File: src/verilog/xls_consts.svh
// Constants for the line-sense sequencer: timing, register map, field positions.
// Included by the package and the design modules; definitions only.
`ifndef XLS_CONSTS_SVH
`define XLS_CONSTS_SVH

`define XLS_CLK_HZ 20000000
`define XLS_MS_PER_S 1000
`define XLS_MS_W 10

// Interval lengths in milliseconds
`define XLS_T_STEP_MS 12
`define XLS_T_LAST_MS 48
`define XLS_T_DETECT_MS 84
`define XLS_T_DISCH_MS 300
`define XLS_T_BLANK_MS 700
`define XLS_T_WAIT_MS 700

`define XLS_LAST_STEP 2'h3
`define XLS_PRE_LAST_STEP 2'h2
`define XLS_FIRST_STEP 2'h0

// Register byte addresses
`define XLS_ADDR_W 4
`define XLS_REG_CTRL 4'h0
`define XLS_REG_STATUS 4'h4
`define XLS_REG_IRQ_STAT 4'h8
`define XLS_REG_IRQ_MASK 4'hc

`define XLS_CTRL_RST 1'h1
`define XLS_IRQ_W 4
`define XLS_IRQ_ZC 0
`define XLS_IRQ_LOSS 1
`define XLS_IRQ_FRST 2
`define XLS_IRQ_SHORT 3

`define XLS_ST_STATE_LSB 0
`define XLS_ST_STEP_LSB 8
`define XLS_ST_LOSS 12
`define XLS_ST_FAULT 13
`define XLS_ST_OFF 14

`endif

File: src/verilog/xls_pkg.sv
// Types shared by the line-sense sequencer modules.
// Assumes xls_consts.svh is on the include path.
`include "xls_consts.svh"

package xls_pkg;
	typedef enum logic [6:0] {
		ST_IDLE = 7'h01,
		ST_SHORTCHK = 7'h02,
		ST_DETECT = 7'h04,
		ST_DISCH = 7'h08,
		ST_BLANK = 7'h10,
		ST_WAIT = 7'h20,
		ST_OFF = 7'h40
	} seq_state_type;

	typedef logic [`XLS_MS_W-1:0] ms_count_type;
endpackage

File: src/verilog/xls_tmr_if.sv
// Carrier between the sequencer and its millisecond interval timer.
// Both ends run on mclk.
`timescale 1ns/10ps
`default_nettype none

interface xls_tmr_if;
	logic load;
	xls_pkg::ms_count_type loadMs;
	logic expired;
	modport ctl(output load, output loadMs, input expired);
	modport timer(input load, input loadMs, output expired);
endinterface

`default_nettype wire
File: src/verilog/xls_line_sense.sv
// Line-sense sequencer: test-current staircase, line-loss detection,
// bounded capacitor discharge, line-loss latch and fast fault reset.
// Assumes analog comparators and current sources outside; Wishbone slave on mclk.
// How it works
// - Each sense comparator edge is a zero-crossing; edges count only in detect, discharge, blank or wait.
// - 84 ms silence: discharge 300 ms, blank 700 ms.
// - Four sink steps; 12 ms timeout advances first three.
// - Fourth step held 48 ms before discharge.
// - Zero-crossing aborts steps, starts 700 ms wait.
// - Discharge current only after line-loss criteria.
// - Line-loss latch set on confirmed loss; permits discharge.
// - Fault latch stops switching, supply cycles; sequencer runs.
// - Latched line loss plus zero-crossing resets fault.
// - Second staircase step is the 775 uA level.
// - Source 80 uA short test after supply turn-on.
// - Pin low before first run: disable everything.
// - Disabled: fault clears only by logic reset.
`timescale 1ns/10ps
`default_nettype none
`include "xls_consts.svh"

module xls_line_sense #(
	parameter int CYC_PER_MS = `XLS_CLK_HZ / `XLS_MS_PER_S
) (
	input wire logic mclk,
	input wire logic sys_rst,
	input wire logic lineAboveThr,
	input wire logic pinBelowShortThr,
	input wire logic supplyOn,
	input wire logic runReq,
	input wire logic faultTrip,
	output logic [3:0] sinkStep,
	output logic dischargeEn,
	output logic shortTestSrc,
	output logic funcDisabled,
	output logic lineLossLatch,
	output logic faultLatch,
	output logic convSwitchEn,
	output logic supplyHiccup,
	output logic irq,
	input wire logic wb_cyc_i,
	input wire logic wb_stb_i,
	input wire logic wb_we_i,
	input wire logic [`XLS_ADDR_W-1:0] wb_adr_i,
	input wire logic [3:0] wb_sel_i,
	input wire logic [31:0] wb_dat_i,
	output logic [31:0] wb_dat_o,
	output logic wb_ack_o
);
	xls_pkg::seq_state_type state_q;
	logic [1:0] step_q;
	logic lineLoss_q, fault_q, runSeen_q, dischAllow_q, ack_q;
	logic lineS1_q, lineS2_q, lineS3_q, shortS1_q, shortS2_q;
	logic supS1_q, supS2_q, runS1_q, runS2_q;
	logic [`XLS_IRQ_W-1:0] irqStat_q, irqMask_q, irqEv;
	logic [31:0] rdat_q;
	logic zcRaw, zcEv, seqActive, runRise, shortHit, fastReset, wbReq, wbWr;

	xls_tmr_if tmr();

	xls_ms_timer #(.CYC_PER_MS(CYC_PER_MS)) u_timer (
		.mclk(mclk),
		.sys_rst(sys_rst),
		.tmr(tmr)
	);

	function automatic logic [3:0] stepOneHot(input logic [1:0] s);
		stepOneHot = 4'h1 << s;
	endfunction

	// Pins from the analog side are asynchronous to mclk
	always_ff @(posedge mclk) begin
		if (sys_rst) begin
			lineS1_q <= 1'b0;
			lineS2_q <= 1'b0;
			lineS3_q <= 1'b0;
		end else begin
			lineS1_q <= lineAboveThr;
			lineS2_q <= lineS1_q;
			lineS3_q <= lineS2_q;
		end
	end

	always_ff @(posedge mclk) begin
		if (sys_rst) begin
			shortS1_q <= 1'b0;
			shortS2_q <= 1'b0;
			supS1_q <= 1'b0;
			supS2_q <= 1'b0;
			runS1_q <= 1'b0;
			runS2_q <= 1'b0;
		end else begin
			shortS1_q <= pinBelowShortThr;
			shortS2_q <= shortS1_q;
			supS1_q <= supplyOn;
			supS2_q <= supS1_q;
			runS1_q <= runReq;
			runS2_q <= runS1_q;
		end
	end

	assign zcRaw = lineS2_q ^ lineS3_q;
	assign seqActive = (state_q == xls_pkg::ST_DETECT) || (state_q == xls_pkg::ST_DISCH)
		|| (state_q == xls_pkg::ST_BLANK) || (state_q == xls_pkg::ST_WAIT);
	assign zcEv = zcRaw && seqActive;
	assign runRise = runS2_q && !runSeen_q;
	assign shortHit = (state_q == xls_pkg::ST_SHORTCHK) && runRise && shortS2_q;

	// Only the first rise of run counts for the short check
	always_ff @(posedge mclk) begin
		if (sys_rst) begin
			runSeen_q <= 1'b0;
		end else if (runS2_q) begin
			runSeen_q <= 1'b1;
		end
	end

	always_ff @(posedge mclk) begin
		if (sys_rst) begin
			state_q <= xls_pkg::ST_IDLE;
			step_q <= `XLS_FIRST_STEP;
		end else begin
			unique case (state_q)
				xls_pkg::ST_IDLE: begin
					if (supS2_q) begin
						state_q <= xls_pkg::ST_SHORTCHK;
					end
				end
				xls_pkg::ST_SHORTCHK: begin
					if (runRise) begin
						if (shortS2_q) begin
							state_q <= xls_pkg::ST_OFF;
						end else begin
							state_q <= xls_pkg::ST_DETECT;
							step_q <= `XLS_FIRST_STEP;
						end
					end
				end
				xls_pkg::ST_DETECT: begin
					if (zcEv) begin
						state_q <= xls_pkg::ST_WAIT;
					end else if (tmr.expired) begin
						if (step_q != `XLS_LAST_STEP) begin
							step_q <= step_q + 2'h1;
						end else begin
							state_q <= xls_pkg::ST_DISCH;
						end
					end
				end
				xls_pkg::ST_DISCH: begin
					// A returning line ends the discharge early
					if (zcEv) begin
						state_q <= xls_pkg::ST_WAIT;
					end else if (tmr.expired) begin
						state_q <= xls_pkg::ST_BLANK;
					end
				end
				xls_pkg::ST_BLANK, xls_pkg::ST_WAIT: begin
					if (tmr.expired) begin
						state_q <= xls_pkg::ST_DETECT;
						step_q <= `XLS_FIRST_STEP;
					end
				end
				xls_pkg::ST_OFF: begin
					state_q <= xls_pkg::ST_OFF;
				end
			endcase
		end
	end

	// Timer loads on every state or step change that opens an interval
	always_comb begin
		tmr.load = 1'b0;
		tmr.loadMs = '0;
		unique case (state_q)
			xls_pkg::ST_SHORTCHK: begin
				tmr.load = runRise && !shortS2_q;
				tmr.loadMs = `XLS_MS_W'(`XLS_T_STEP_MS);
			end
			xls_pkg::ST_DETECT: begin
				if (zcEv) begin
					tmr.load = 1'b1;
					tmr.loadMs = `XLS_MS_W'(`XLS_T_WAIT_MS);
				end else if (tmr.expired) begin
					tmr.load = 1'b1;
					if (step_q == `XLS_LAST_STEP) begin
						tmr.loadMs = `XLS_MS_W'(`XLS_T_DISCH_MS);
					end else if (step_q == `XLS_PRE_LAST_STEP) begin
						tmr.loadMs = `XLS_MS_W'(`XLS_T_LAST_MS);
					end else begin
						tmr.loadMs = `XLS_MS_W'(`XLS_T_STEP_MS);
					end
				end
			end
			xls_pkg::ST_DISCH: begin
				tmr.load = zcEv || tmr.expired;
				tmr.loadMs = zcEv ? `XLS_MS_W'(`XLS_T_WAIT_MS) : `XLS_MS_W'(`XLS_T_BLANK_MS);
			end
			xls_pkg::ST_BLANK, xls_pkg::ST_WAIT: begin
				tmr.load = tmr.expired;
				tmr.loadMs = `XLS_MS_W'(`XLS_T_STEP_MS);
			end
			xls_pkg::ST_IDLE, xls_pkg::ST_OFF: begin
				tmr.load = 1'b0;
			end
		endcase
	end

	// Line-loss latch: set on entry to discharge, cleared by a zero-crossing
	always_ff @(posedge mclk) begin
		if (sys_rst) begin
			lineLoss_q <= 1'b0;
		end else if (state_q == xls_pkg::ST_DETECT && step_q == `XLS_LAST_STEP
			&& tmr.expired && !zcEv) begin
			lineLoss_q <= 1'b1;
		end else if (zcEv) begin
			lineLoss_q <= 1'b0;
		end
	end

	assign fastReset = lineLoss_q && zcEv && !faultTrip;

	// A new trip in the same cycle keeps the latch set
	always_ff @(posedge mclk) begin
		if (sys_rst) begin
			fault_q <= 1'b0;
		end else if (faultTrip) begin
			fault_q <= 1'b1;
		end else if (fastReset) begin
			fault_q <= 1'b0;
		end
	end

	assign sinkStep = (state_q == xls_pkg::ST_DETECT) ? stepOneHot(step_q) : 4'h0;
	assign dischargeEn = (state_q == xls_pkg::ST_DISCH) && lineLoss_q && dischAllow_q;
	assign shortTestSrc = (state_q == xls_pkg::ST_SHORTCHK);
	assign funcDisabled = (state_q == xls_pkg::ST_OFF);
	assign lineLossLatch = lineLoss_q;
	assign faultLatch = fault_q;
	assign convSwitchEn = !fault_q;
	assign supplyHiccup = fault_q;

	// Wishbone slave, one wait state, unmapped reads return zero
	assign wbReq = wb_cyc_i && wb_stb_i && !ack_q;
	assign wbWr = wbReq && wb_we_i && wb_sel_i[0];
	assign wb_ack_o = ack_q;
	assign wb_dat_o = rdat_q;

	always_ff @(posedge mclk) begin
		if (sys_rst) begin
			ack_q <= 1'b0;
		end else begin
			ack_q <= wbReq;
		end
	end

	always_ff @(posedge mclk) begin
		if (sys_rst) begin
			rdat_q <= 32'h00000000;
		end else if (wbReq) begin
			rdat_q <= 32'h00000000;
			unique case (wb_adr_i)
				`XLS_REG_CTRL: rdat_q[0] <= dischAllow_q;
				`XLS_REG_STATUS: begin
					rdat_q[`XLS_ST_STATE_LSB +: 7] <= state_q;
					rdat_q[`XLS_ST_STEP_LSB +: 2] <= step_q;
					rdat_q[`XLS_ST_LOSS] <= lineLoss_q;
					rdat_q[`XLS_ST_FAULT] <= fault_q;
					rdat_q[`XLS_ST_OFF] <= funcDisabled;
				end
				`XLS_REG_IRQ_STAT: rdat_q[`XLS_IRQ_W-1:0] <= irqStat_q;
				`XLS_REG_IRQ_MASK: rdat_q[`XLS_IRQ_W-1:0] <= irqMask_q;
				default: rdat_q <= 32'h00000000;
			endcase
		end
	end

	always_ff @(posedge mclk) begin
		if (sys_rst) begin
			dischAllow_q <= `XLS_CTRL_RST;
			irqMask_q <= '0;
		end else if (wbWr && wb_adr_i == `XLS_REG_CTRL) begin
			dischAllow_q <= wb_dat_i[0];
		end else if (wbWr && wb_adr_i == `XLS_REG_IRQ_MASK) begin
			irqMask_q <= wb_dat_i[`XLS_IRQ_W-1:0];
		end
	end

	always_comb begin
		irqEv = '0;
		irqEv[`XLS_IRQ_ZC] = zcEv;
		irqEv[`XLS_IRQ_LOSS] = (state_q == xls_pkg::ST_DETECT) && (step_q == `XLS_LAST_STEP)
			&& tmr.expired && !zcEv;
		irqEv[`XLS_IRQ_FRST] = fastReset && fault_q;
		irqEv[`XLS_IRQ_SHORT] = shortHit;
	end

	// Write-one-to-clear; an event in the same cycle wins
	always_ff @(posedge mclk) begin
		if (sys_rst) begin
			irqStat_q <= '0;
		end else if (wbWr && wb_adr_i == `XLS_REG_IRQ_STAT) begin
			irqStat_q <= (irqStat_q & ~wb_dat_i[`XLS_IRQ_W-1:0]) | irqEv;
		end else begin
			irqStat_q <= irqStat_q | irqEv;
		end
	end

	assign irq = |(irqStat_q & irqMask_q);
endmodule

`default_nettype wire

File: src/verilog/xls_ms_timer.sv
// Millisecond interval timer with its own prescaler.
// Assumes one mclk domain; a load restarts both prescaler and count.
`timescale 1ns/10ps
`default_nettype none
`include "xls_consts.svh"

module xls_ms_timer #(
	parameter int CYC_PER_MS = `XLS_CLK_HZ / `XLS_MS_PER_S
) (
	input wire logic mclk,
	input wire logic sys_rst,
	xls_tmr_if.timer tmr
);
	logic [15:0] preCnt_q;
	xls_pkg::ms_count_type msLeft_q;
	logic msTick;

	// Prescaler restarts on load so every interval is a whole number of ms
	assign msTick = (preCnt_q == 16'(CYC_PER_MS - 1));

	always_ff @(posedge mclk) begin
		if (sys_rst || tmr.load || msTick) begin
			preCnt_q <= 16'h0000;
		end else begin
			preCnt_q <= preCnt_q + 16'h0001;
		end
	end

	always_ff @(posedge mclk) begin
		if (sys_rst) begin
			msLeft_q <= '0;
		end else if (tmr.load) begin
			msLeft_q <= tmr.loadMs;
		end else if (msTick && msLeft_q != '0) begin
			msLeft_q <= msLeft_q - `XLS_MS_W'(1);
		end
	end

	// Expiry ignores load: the sequencer loads on expiry, so gating would close a loop
	assign tmr.expired = msTick && (msLeft_q == `XLS_MS_W'(1));
endmodule

`default_nettype wire

File: config.mk
export PLATFORM = sky130hd
export DESIGN_NAME = xls_line_sense
export DESIGN_NICKNAME = d
export VERILOG_FILES = /design/src/verilog/xls_pkg.sv /design/src/verilog/xls_tmr_if.sv /design/src/verilog/xls_line_sense.sv /design/src/verilog/xls_ms_timer.sv
export VERILOG_INCLUDE_DIRS = /design/src /design/src/verilog
export SDC_FILE = /design/constraint.sdc
export NUM_CORES = 1
export LEC_CHECK = 0
export ABC_AREA = 0
export BUFFER_PORTS_ARGS = -buffer_cell sky130_fd_sc_hd__buf_2
export CAP_MARGIN = 20
export CORE_MARGIN = 2
export CORE_UTILIZATION = 40
export DETAILED_ROUTE_END_ITERATION = 16
export SYNTH_ARGS = -nofsm -noshare
export SYNTH_HDL_FRONTEND = slang
export SYNTH_SLANG_ARGS = --single-unit
File: constraint.sdc
create_clock -name mclk -period 2.44 [get_ports mclk]
set_input_delay 0.122 -clock mclk [delete_from_list [all_inputs] [get_ports mclk]]
set_output_delay 0.122 -clock mclk [all_outputs]
set_load 0.005 [all_outputs]
# Yosys cells after proc, flatten, opt, wreduce, memory -nomap -nowiden

Cells that the tools add are included.

Flip-flop bits (word level): 69
Input bits: 50

Eq/ne operators: 25
Shift-type cells: 1
Bitwise operators: 7
Muxes and demuxes: 38
Reduce and logical (&&, ||, !) cells: 47
Add/subtract/negate cells: 3

Operators with widths:

| cell                                               | count |
|---|---|
| two-way mux 7 bit                                  | 9 |
| case mux 7 bit (6 select lines)                    | 1 |
| two-way mux 10 bit                                 | 3 |
| case mux 10 bit (3 select lines)                   | 1 |
| logical AND 1 bit                                  | 22 |
| two-way mux 9 bit                                  | 2 |
| adder 16 x 1 -> 16 bit, second input constant      | 1 |
| == test 16 x 15 -> 1 bit, second input constant    | 1 |
| two-way mux 2 bit                                  | 7 |
| inequality test 2 bit, second input constant       | 7 |
| == test 10 x 1 -> 1 bit, second input constant     | 1 |
| nonzero test 10 bit                                | 1 |
| subtractor 10 x 1 -> 10 bit, second input constant | 1 |
| inequality test 3 bit, second input constant       | 3 |
| case mux 3 bit (3 select lines)                    | 1 |
| AND 4 bit                                          | 2 |
| == test 4 bit, second input constant               | 2 |
| two-way mux 4 bit                                  | 2 |
| bitwise OR 4 bit                                   | 2 |
| == test 7 x 1 -> 1 bit, second input constant      | 1 |
| == test 7 x 2 -> 1 bit, second input constant      | 1 |
| == test 7 x 3 -> 1 bit, second input constant      | 1 |
| == test 7 x 4 -> 1 bit, second input constant      | 1 |
| == test 7 x 5 -> 1 bit, second input constant      | 1 |
| other kinds (27)                                   | 47 |

# Logic depth before layout (Yosys ltp)

Depth after elaboration: 10
Gate-level depth with buffers: 9
Gate-level depth less buffers: 7

# Hierarchy

Synthesis repeated with hierarchy kept, for this count alone.

Cell total of the unflattened synthesis: 423
Area total of the unflattened synthesis: 3627.2 sq um

By module, submodules not included:

| module         | cells each | area each (sq um) | times used | sequential area each (sq um) |
|---|---|---|---|---|
| xls_line_sense | 257        | 2214.6            | 1          | 860.8 |
| xls_ms_timer   | 166        | 1412.6            | 1          | 520.5 |

# Worst setup path before layout

Ideal clock, no wire load.

Path kind: reg-to-reg
Start point: register state_q[6]
End point: register u_timer.msLeft_q[4]
Stages on the path, launching flop included: 9
Setup time: 0.091 ns
Arrival time: 2.003 ns
Data required time: 2.349 ns
Slack: 0.346 ns
Path through: dfxtp_1 or3_1 buf_2 or3_1 buf_2 o311a_1 a211oi_4 a211oi_1 a311oi_1

Word-level cells in the longest chain between the ends: 8

RTL lines:

| what                                                                                       | RTL line                                     | RTL |
|---|---|---|
| start, declared                                                                            | xls_line_sense.sv:50                         | `xls_pkg::seq_state_type state_q;` |
| start signal, assigned                                                                     | xls_line_sense.sv:120                        | `state_q <= xls_pkg::ST_IDLE;` |
| start signal, assigned                                                                     | xls_line_sense.sv:126                        | `state_q <= xls_pkg::ST_SHORTCHK;` |
| start signal, assigned                                                                     | xls_line_sense.sv:132                        | `state_q <= xls_pkg::ST_OFF;` |
| == test 7 x 3 -> 1 bit / == test 7 x 4 -> 1 bit (equally long branches)                    | xls_line_sense.sv:103, xls_line_sense.sv:175 |  |
| logical OR 1 bit                                                                           | xls_line_sense.sv:103                        | `assign seqActive = (state_q == xls_pkg::ST_DETECT) \|\| (state_q == xls_pkg::ST_DISCH)` |
| logical OR 1 bit (2 in a row)                                                              | xls_line_sense.sv:104                        | `\|\| (state_q == xls_pkg::ST_BLANK) \|\| (state_q == xls_pkg::ST_WAIT);` |
| logical AND 1 bit                                                                          | xls_line_sense.sv:105                        | `assign zcEv = zcRaw && seqActive;` |
| two-way mux 1 bit (tied with other cells)                                                  | xls_line_sense.sv:181                        | `if (zcEv) begin` |
| case mux 1 bit (5 select lines) / case mux 10 bit (3 select lines) (equally long branches) | xls_line_sense.sv:175                        | `unique case (state_q)` |
| two-way mux 10 bit / nonzero test 2 bit (equally long branches)                            | --                                           |  |
| end signal, assigned                                                                       | xls_ms_timer.sv:33                           | `msLeft_q <= tmr.loadMs;` |
| end signal, assigned                                                                       | xls_ms_timer.sv:35                           | `` msLeft_q <= msLeft_q - `XLS_MS_W'(1); `` |
| end, declared                                                                              | xls_ms_timer.sv:15                           | `xls_pkg::ms_count_type msLeft_q;` |

Several ways; a longest one is shown, not always the timed one.
A chain may end at the register's enable or synchronous reset.

# Final worst setup path

Start point: register state_q[4]
End point: register u_timer.msLeft_q[5]

Same word-level chain as after synthesis.

==> qor.yml <==
detailed_routing:
  drtAntennaViolNets: 0
  drt-initial-drc-count: 164
  via_count: 3117
  totalWireLength_microns: 8133
  drc: 0
  routed_via_density: 5.239
  first_pass_iters: 4
  wl_per_cell_microns: 13.67
synthesis:
  ys_warn_count: 0
  synthCells: 423
  ys_ff_latch: 69
  syn_area_per_cell_sq_um: 8.433
  synth_cell_type_count: 56
  yosys_most_used_dff: "dfxtp_1"
  synth_area_sq_mm: 0.003567
  synth-async-reset-ratio_pct: 0
  ys_seq_area_share_pct: 38.72
  synth_edf_count: 0
setup_path:
  startpoint: "state_q[4]$_SDFFE_PP0P_"
  required_ns: 2.72
  reg2reg_from: "state_q[4]$_SDFFE_PP0P_"
  end_kind: "flip-flop"
  arrival_ns: 2.52
  worstSetupStartpointType: "flip-flop"
  critPathKind: "flip-flop to flip-flop"
  r2r_cells: 6
  critPathMaxFanout: 9
  reg2reg_to: "u_timer.msLeft_q[5]$_SDFFE_PP0P_"
  critPathCapture: "u_timer.msLeft_q[5]$_SDFFE_PP0P_"
  ff2ff_setup_slack_ns: 0.20
status:
  status: "complete, no violations"
final_layout:
  regArea_sq_mm: 0.001383
  fillCellCount: 861
  drive_above_1_share_pct: 19.92
  nets: 541
  multi_input_area_sq_mm: 0.001962
  n_antenna_cell: 0
  area_growth_pct: 18.06
timing:
  finalHoldViolCount: 0
  worst_pin_slew_ns: 0.5540
  slew_violations: 0
  tns_ns: 0
  period_share_pct: 91.66
  hold_slack_ns: 0.03751
  finClkSkew_ns: 0.009535
  setup_violations: 0
  max-slew-margin-rel_pct: 62.80
  fin_crit_ns: 2.237
  rsz0062_at_grt: "no"
  fmax_ghz: 0.4471
clock_tree:
  clockRootBuffer: "clkbuf_8"
  path_clk_slew_ns: 0.08
  htreeDepth: 3
  cts_tree: "done"
  cts.sinks: 69
  clk_path_buf_depth: 2
  cts_buffers: 9
  clk_latency_ns: 0.35
die:
  die_x_microns: 98.44
  start_util_pct: 41.10
  die_h_microns: 98.44
  num_rows: 34
  die-area_sq_mm: 0.009689
  top_level_ports: 95
  coreArea_sq_mm: 0.008678
place:
  place_congestion: 0.9114
  place.detailed.hpwl_microns: 6038
  io_buffers: 43
job:
  maxCapViolCount: 0
global_routing:
  grt_pass1_wl_microns: 13900
  overflow: 0
  antenna_found_initial: 0
  grt_pass1_vias: 2926
  grt_max_degree: 31
  grt.total_usage_pct: 17.81
power_and_ir_drop:
  total_leakage_power_uw: 0.001710
  power-per-cell-area_mw_per_mm2: 728.4
  vdd_drop_max_uv: 327.1
worst_hold_path:
  hold_path.class: "input pin to flip-flop"
-- synth_stat cells (3+ instances only) --
cell type	instances	area share (%)
a22oi_1	14	2.9
nor3b_1	5	1.1
a21oi_1	21	2.9
mux2_2	3	0.95
and2_1	4	0.70
ha_1	9	3.2
mux2i_1	5	1.4
dfxtp_1	69	39
nor2_1	59	6.2
o21ai_0	16	2.2
clkbuf_1	18	1.9
or2_2	4	0.70
buf_2	4	0.56
or3_1	6	1.1
nor4b_1	3	0.74
inv_1	14	1.5
nand3_1	12	1.7
nand4_1	6	1.1
a211oi_1	3	0.63
nor3_1	13	1.8
xnor2_1	12	2.9
nor2b_1	12	2.1
nand2b_1	7	1.2
buf_4	21	4.4
and3_1	7	1.2
xor2_1	14	3.4
nand2_1	16	1.7
nor4_1	8	1.4
a22o_1	3	0.74
nand3b_1	3	0.63
-- cells in the final DEF (no fill, tap or decap), drive strengths merged, types with 7 or more instances in the layout --
cell type	netlist	routed
a21oi	21	21
inv	14	14
nor2b	12	12
nand2	16	16
dfxtp	69	69
nor2	59	59
a22oi	14	14
nor3	13	13
xor2	14	14
nand3	12	12
o21ai	16	16
conb	1	20
buf	25	67
clkbuf	18	11
ha	9	9
xnor2	12	12
nand2b	7	7
and3	7	7
nor4	8	8
-- layout make-up --
class	instances	share of cell area, %
Multi-Input combinational cell	316	46.58
Clock inverter	5	1.961
Inverter	14	1.248
Sequential cell	69	32.83
Timing Repair Buffer	72	10.58
Clock buffer	11	3.595
Tap cell	108	3.209
-- timing repair --
item,4_1_cts,5_1_grt
gates resized for setup,0,3
endpoints found under the setup margin,0,15
endpoints found under the hold margin,5,0
setup buffers,0,2
hold buffers,5,0
-- power breakdown --
part	switching, uW	internal (uW)	total (uW)
combinational	425	328	752
clock	438	631	1070
sequential	66.3	1180	1250
total	929	2140	3070
-- state kept, by name (all words and copies together), names as in the netlist --
signal,flops
state_q,7
irqMask_q,4
lineLossLatch,1
step_q,2
shortS1_q,1
shortS2_q,1
runS1_q,1
u_timer.msLeft_q,10
supS2_q,1
faultLatch,1
wb_ack_o,1
u_timer.preCnt_q,16
lineS3_q,1
lineS2_q,1
dischAllow_q,1
irqStat_q,4
runS2_q,1
runSeen_q,1
supS1_q,1
lineS1_q,1
wb_dat_o,12
-- worst min-delay path by stage --
stage | depth (start not counted) | from | slack (ns) | to
global placement | 2 | pinBelowShortThr | 0.33 | shortS1_q$_SDFF_PP0_
CTS | 3 | wb_dat_i[3] | 0.03 | irqMask_q[3]$_SDFFE_PP0P_
finish | 3 | wb_dat_i[0] | 0.04 | dischAllow_q$_SDFFE_PP1P_
floorplan | 2 | faultTrip | 0.24 | faultLatch$_SDFFE_PP0P_
detailed placement | 2 | supplyOn | 0.34 | supS1_q$_SDFF_PP0_
global route | 3 | wb_dat_i[0] | 0.06 | dischAllow_q$_SDFFE_PP1P_
-- routing by layer --
layer	global-route usage [%]	wire length (microns)	part of all wire (%)	vias to the layer above
met3	4.043	391	4.8	12
li1	-	-	-	1557
met2	27.16	3694	45	90
met4	8.114	115	1.4	0
met1	24.10	3931	48	1458
met5	0	0	0	-
-- per-stage QoR --
stage / area [sq um] / utilization, % / setup WS [ns] / power [uW] / cells
2_1_floorplan: 3638 / - / 0.3461 / 1787 / 442
3_3_place_gp: 3909 / 45.04 / 0.1595 / 1988 / 572
3_5_place_dp: 3909 / 45.04 / 0.1562 / 1999 / 572
4_1_cts: 4193 / 48.31 / 0.1322 / 3079 / 593
5_1_grt: 4212 / 48.53 / 0.05934 / 3249 / 595
6_report: 4212 / 48.53 / 0.2034 / 3068 / 595
-- cell families after synthesis --
kind of cell	count (synthesis)	share of synthesized area, %
flip-flops	69	38.72
AND/OR/NAND/NOR	173	25.18
XOR/XNOR	26	6.384
multiplexers	9	2.981
adder cells (fa/ha/maj)	9	3.157
other	1	0.1051
buffers and inverters	57	8.348
AO/OA/AOI/OAI	79	15.12
-- worst max-delay path, cell delays in order (launching register included) --
cell	delay [ns]
dfxtp_1	0.38
or2_1	0.39
or3_1	0.48
nor3_1	0.41
o21ai_0	0.19
a21o_1	0.21
a21oi_1	0.10
(Power assumes the default switching activity.)
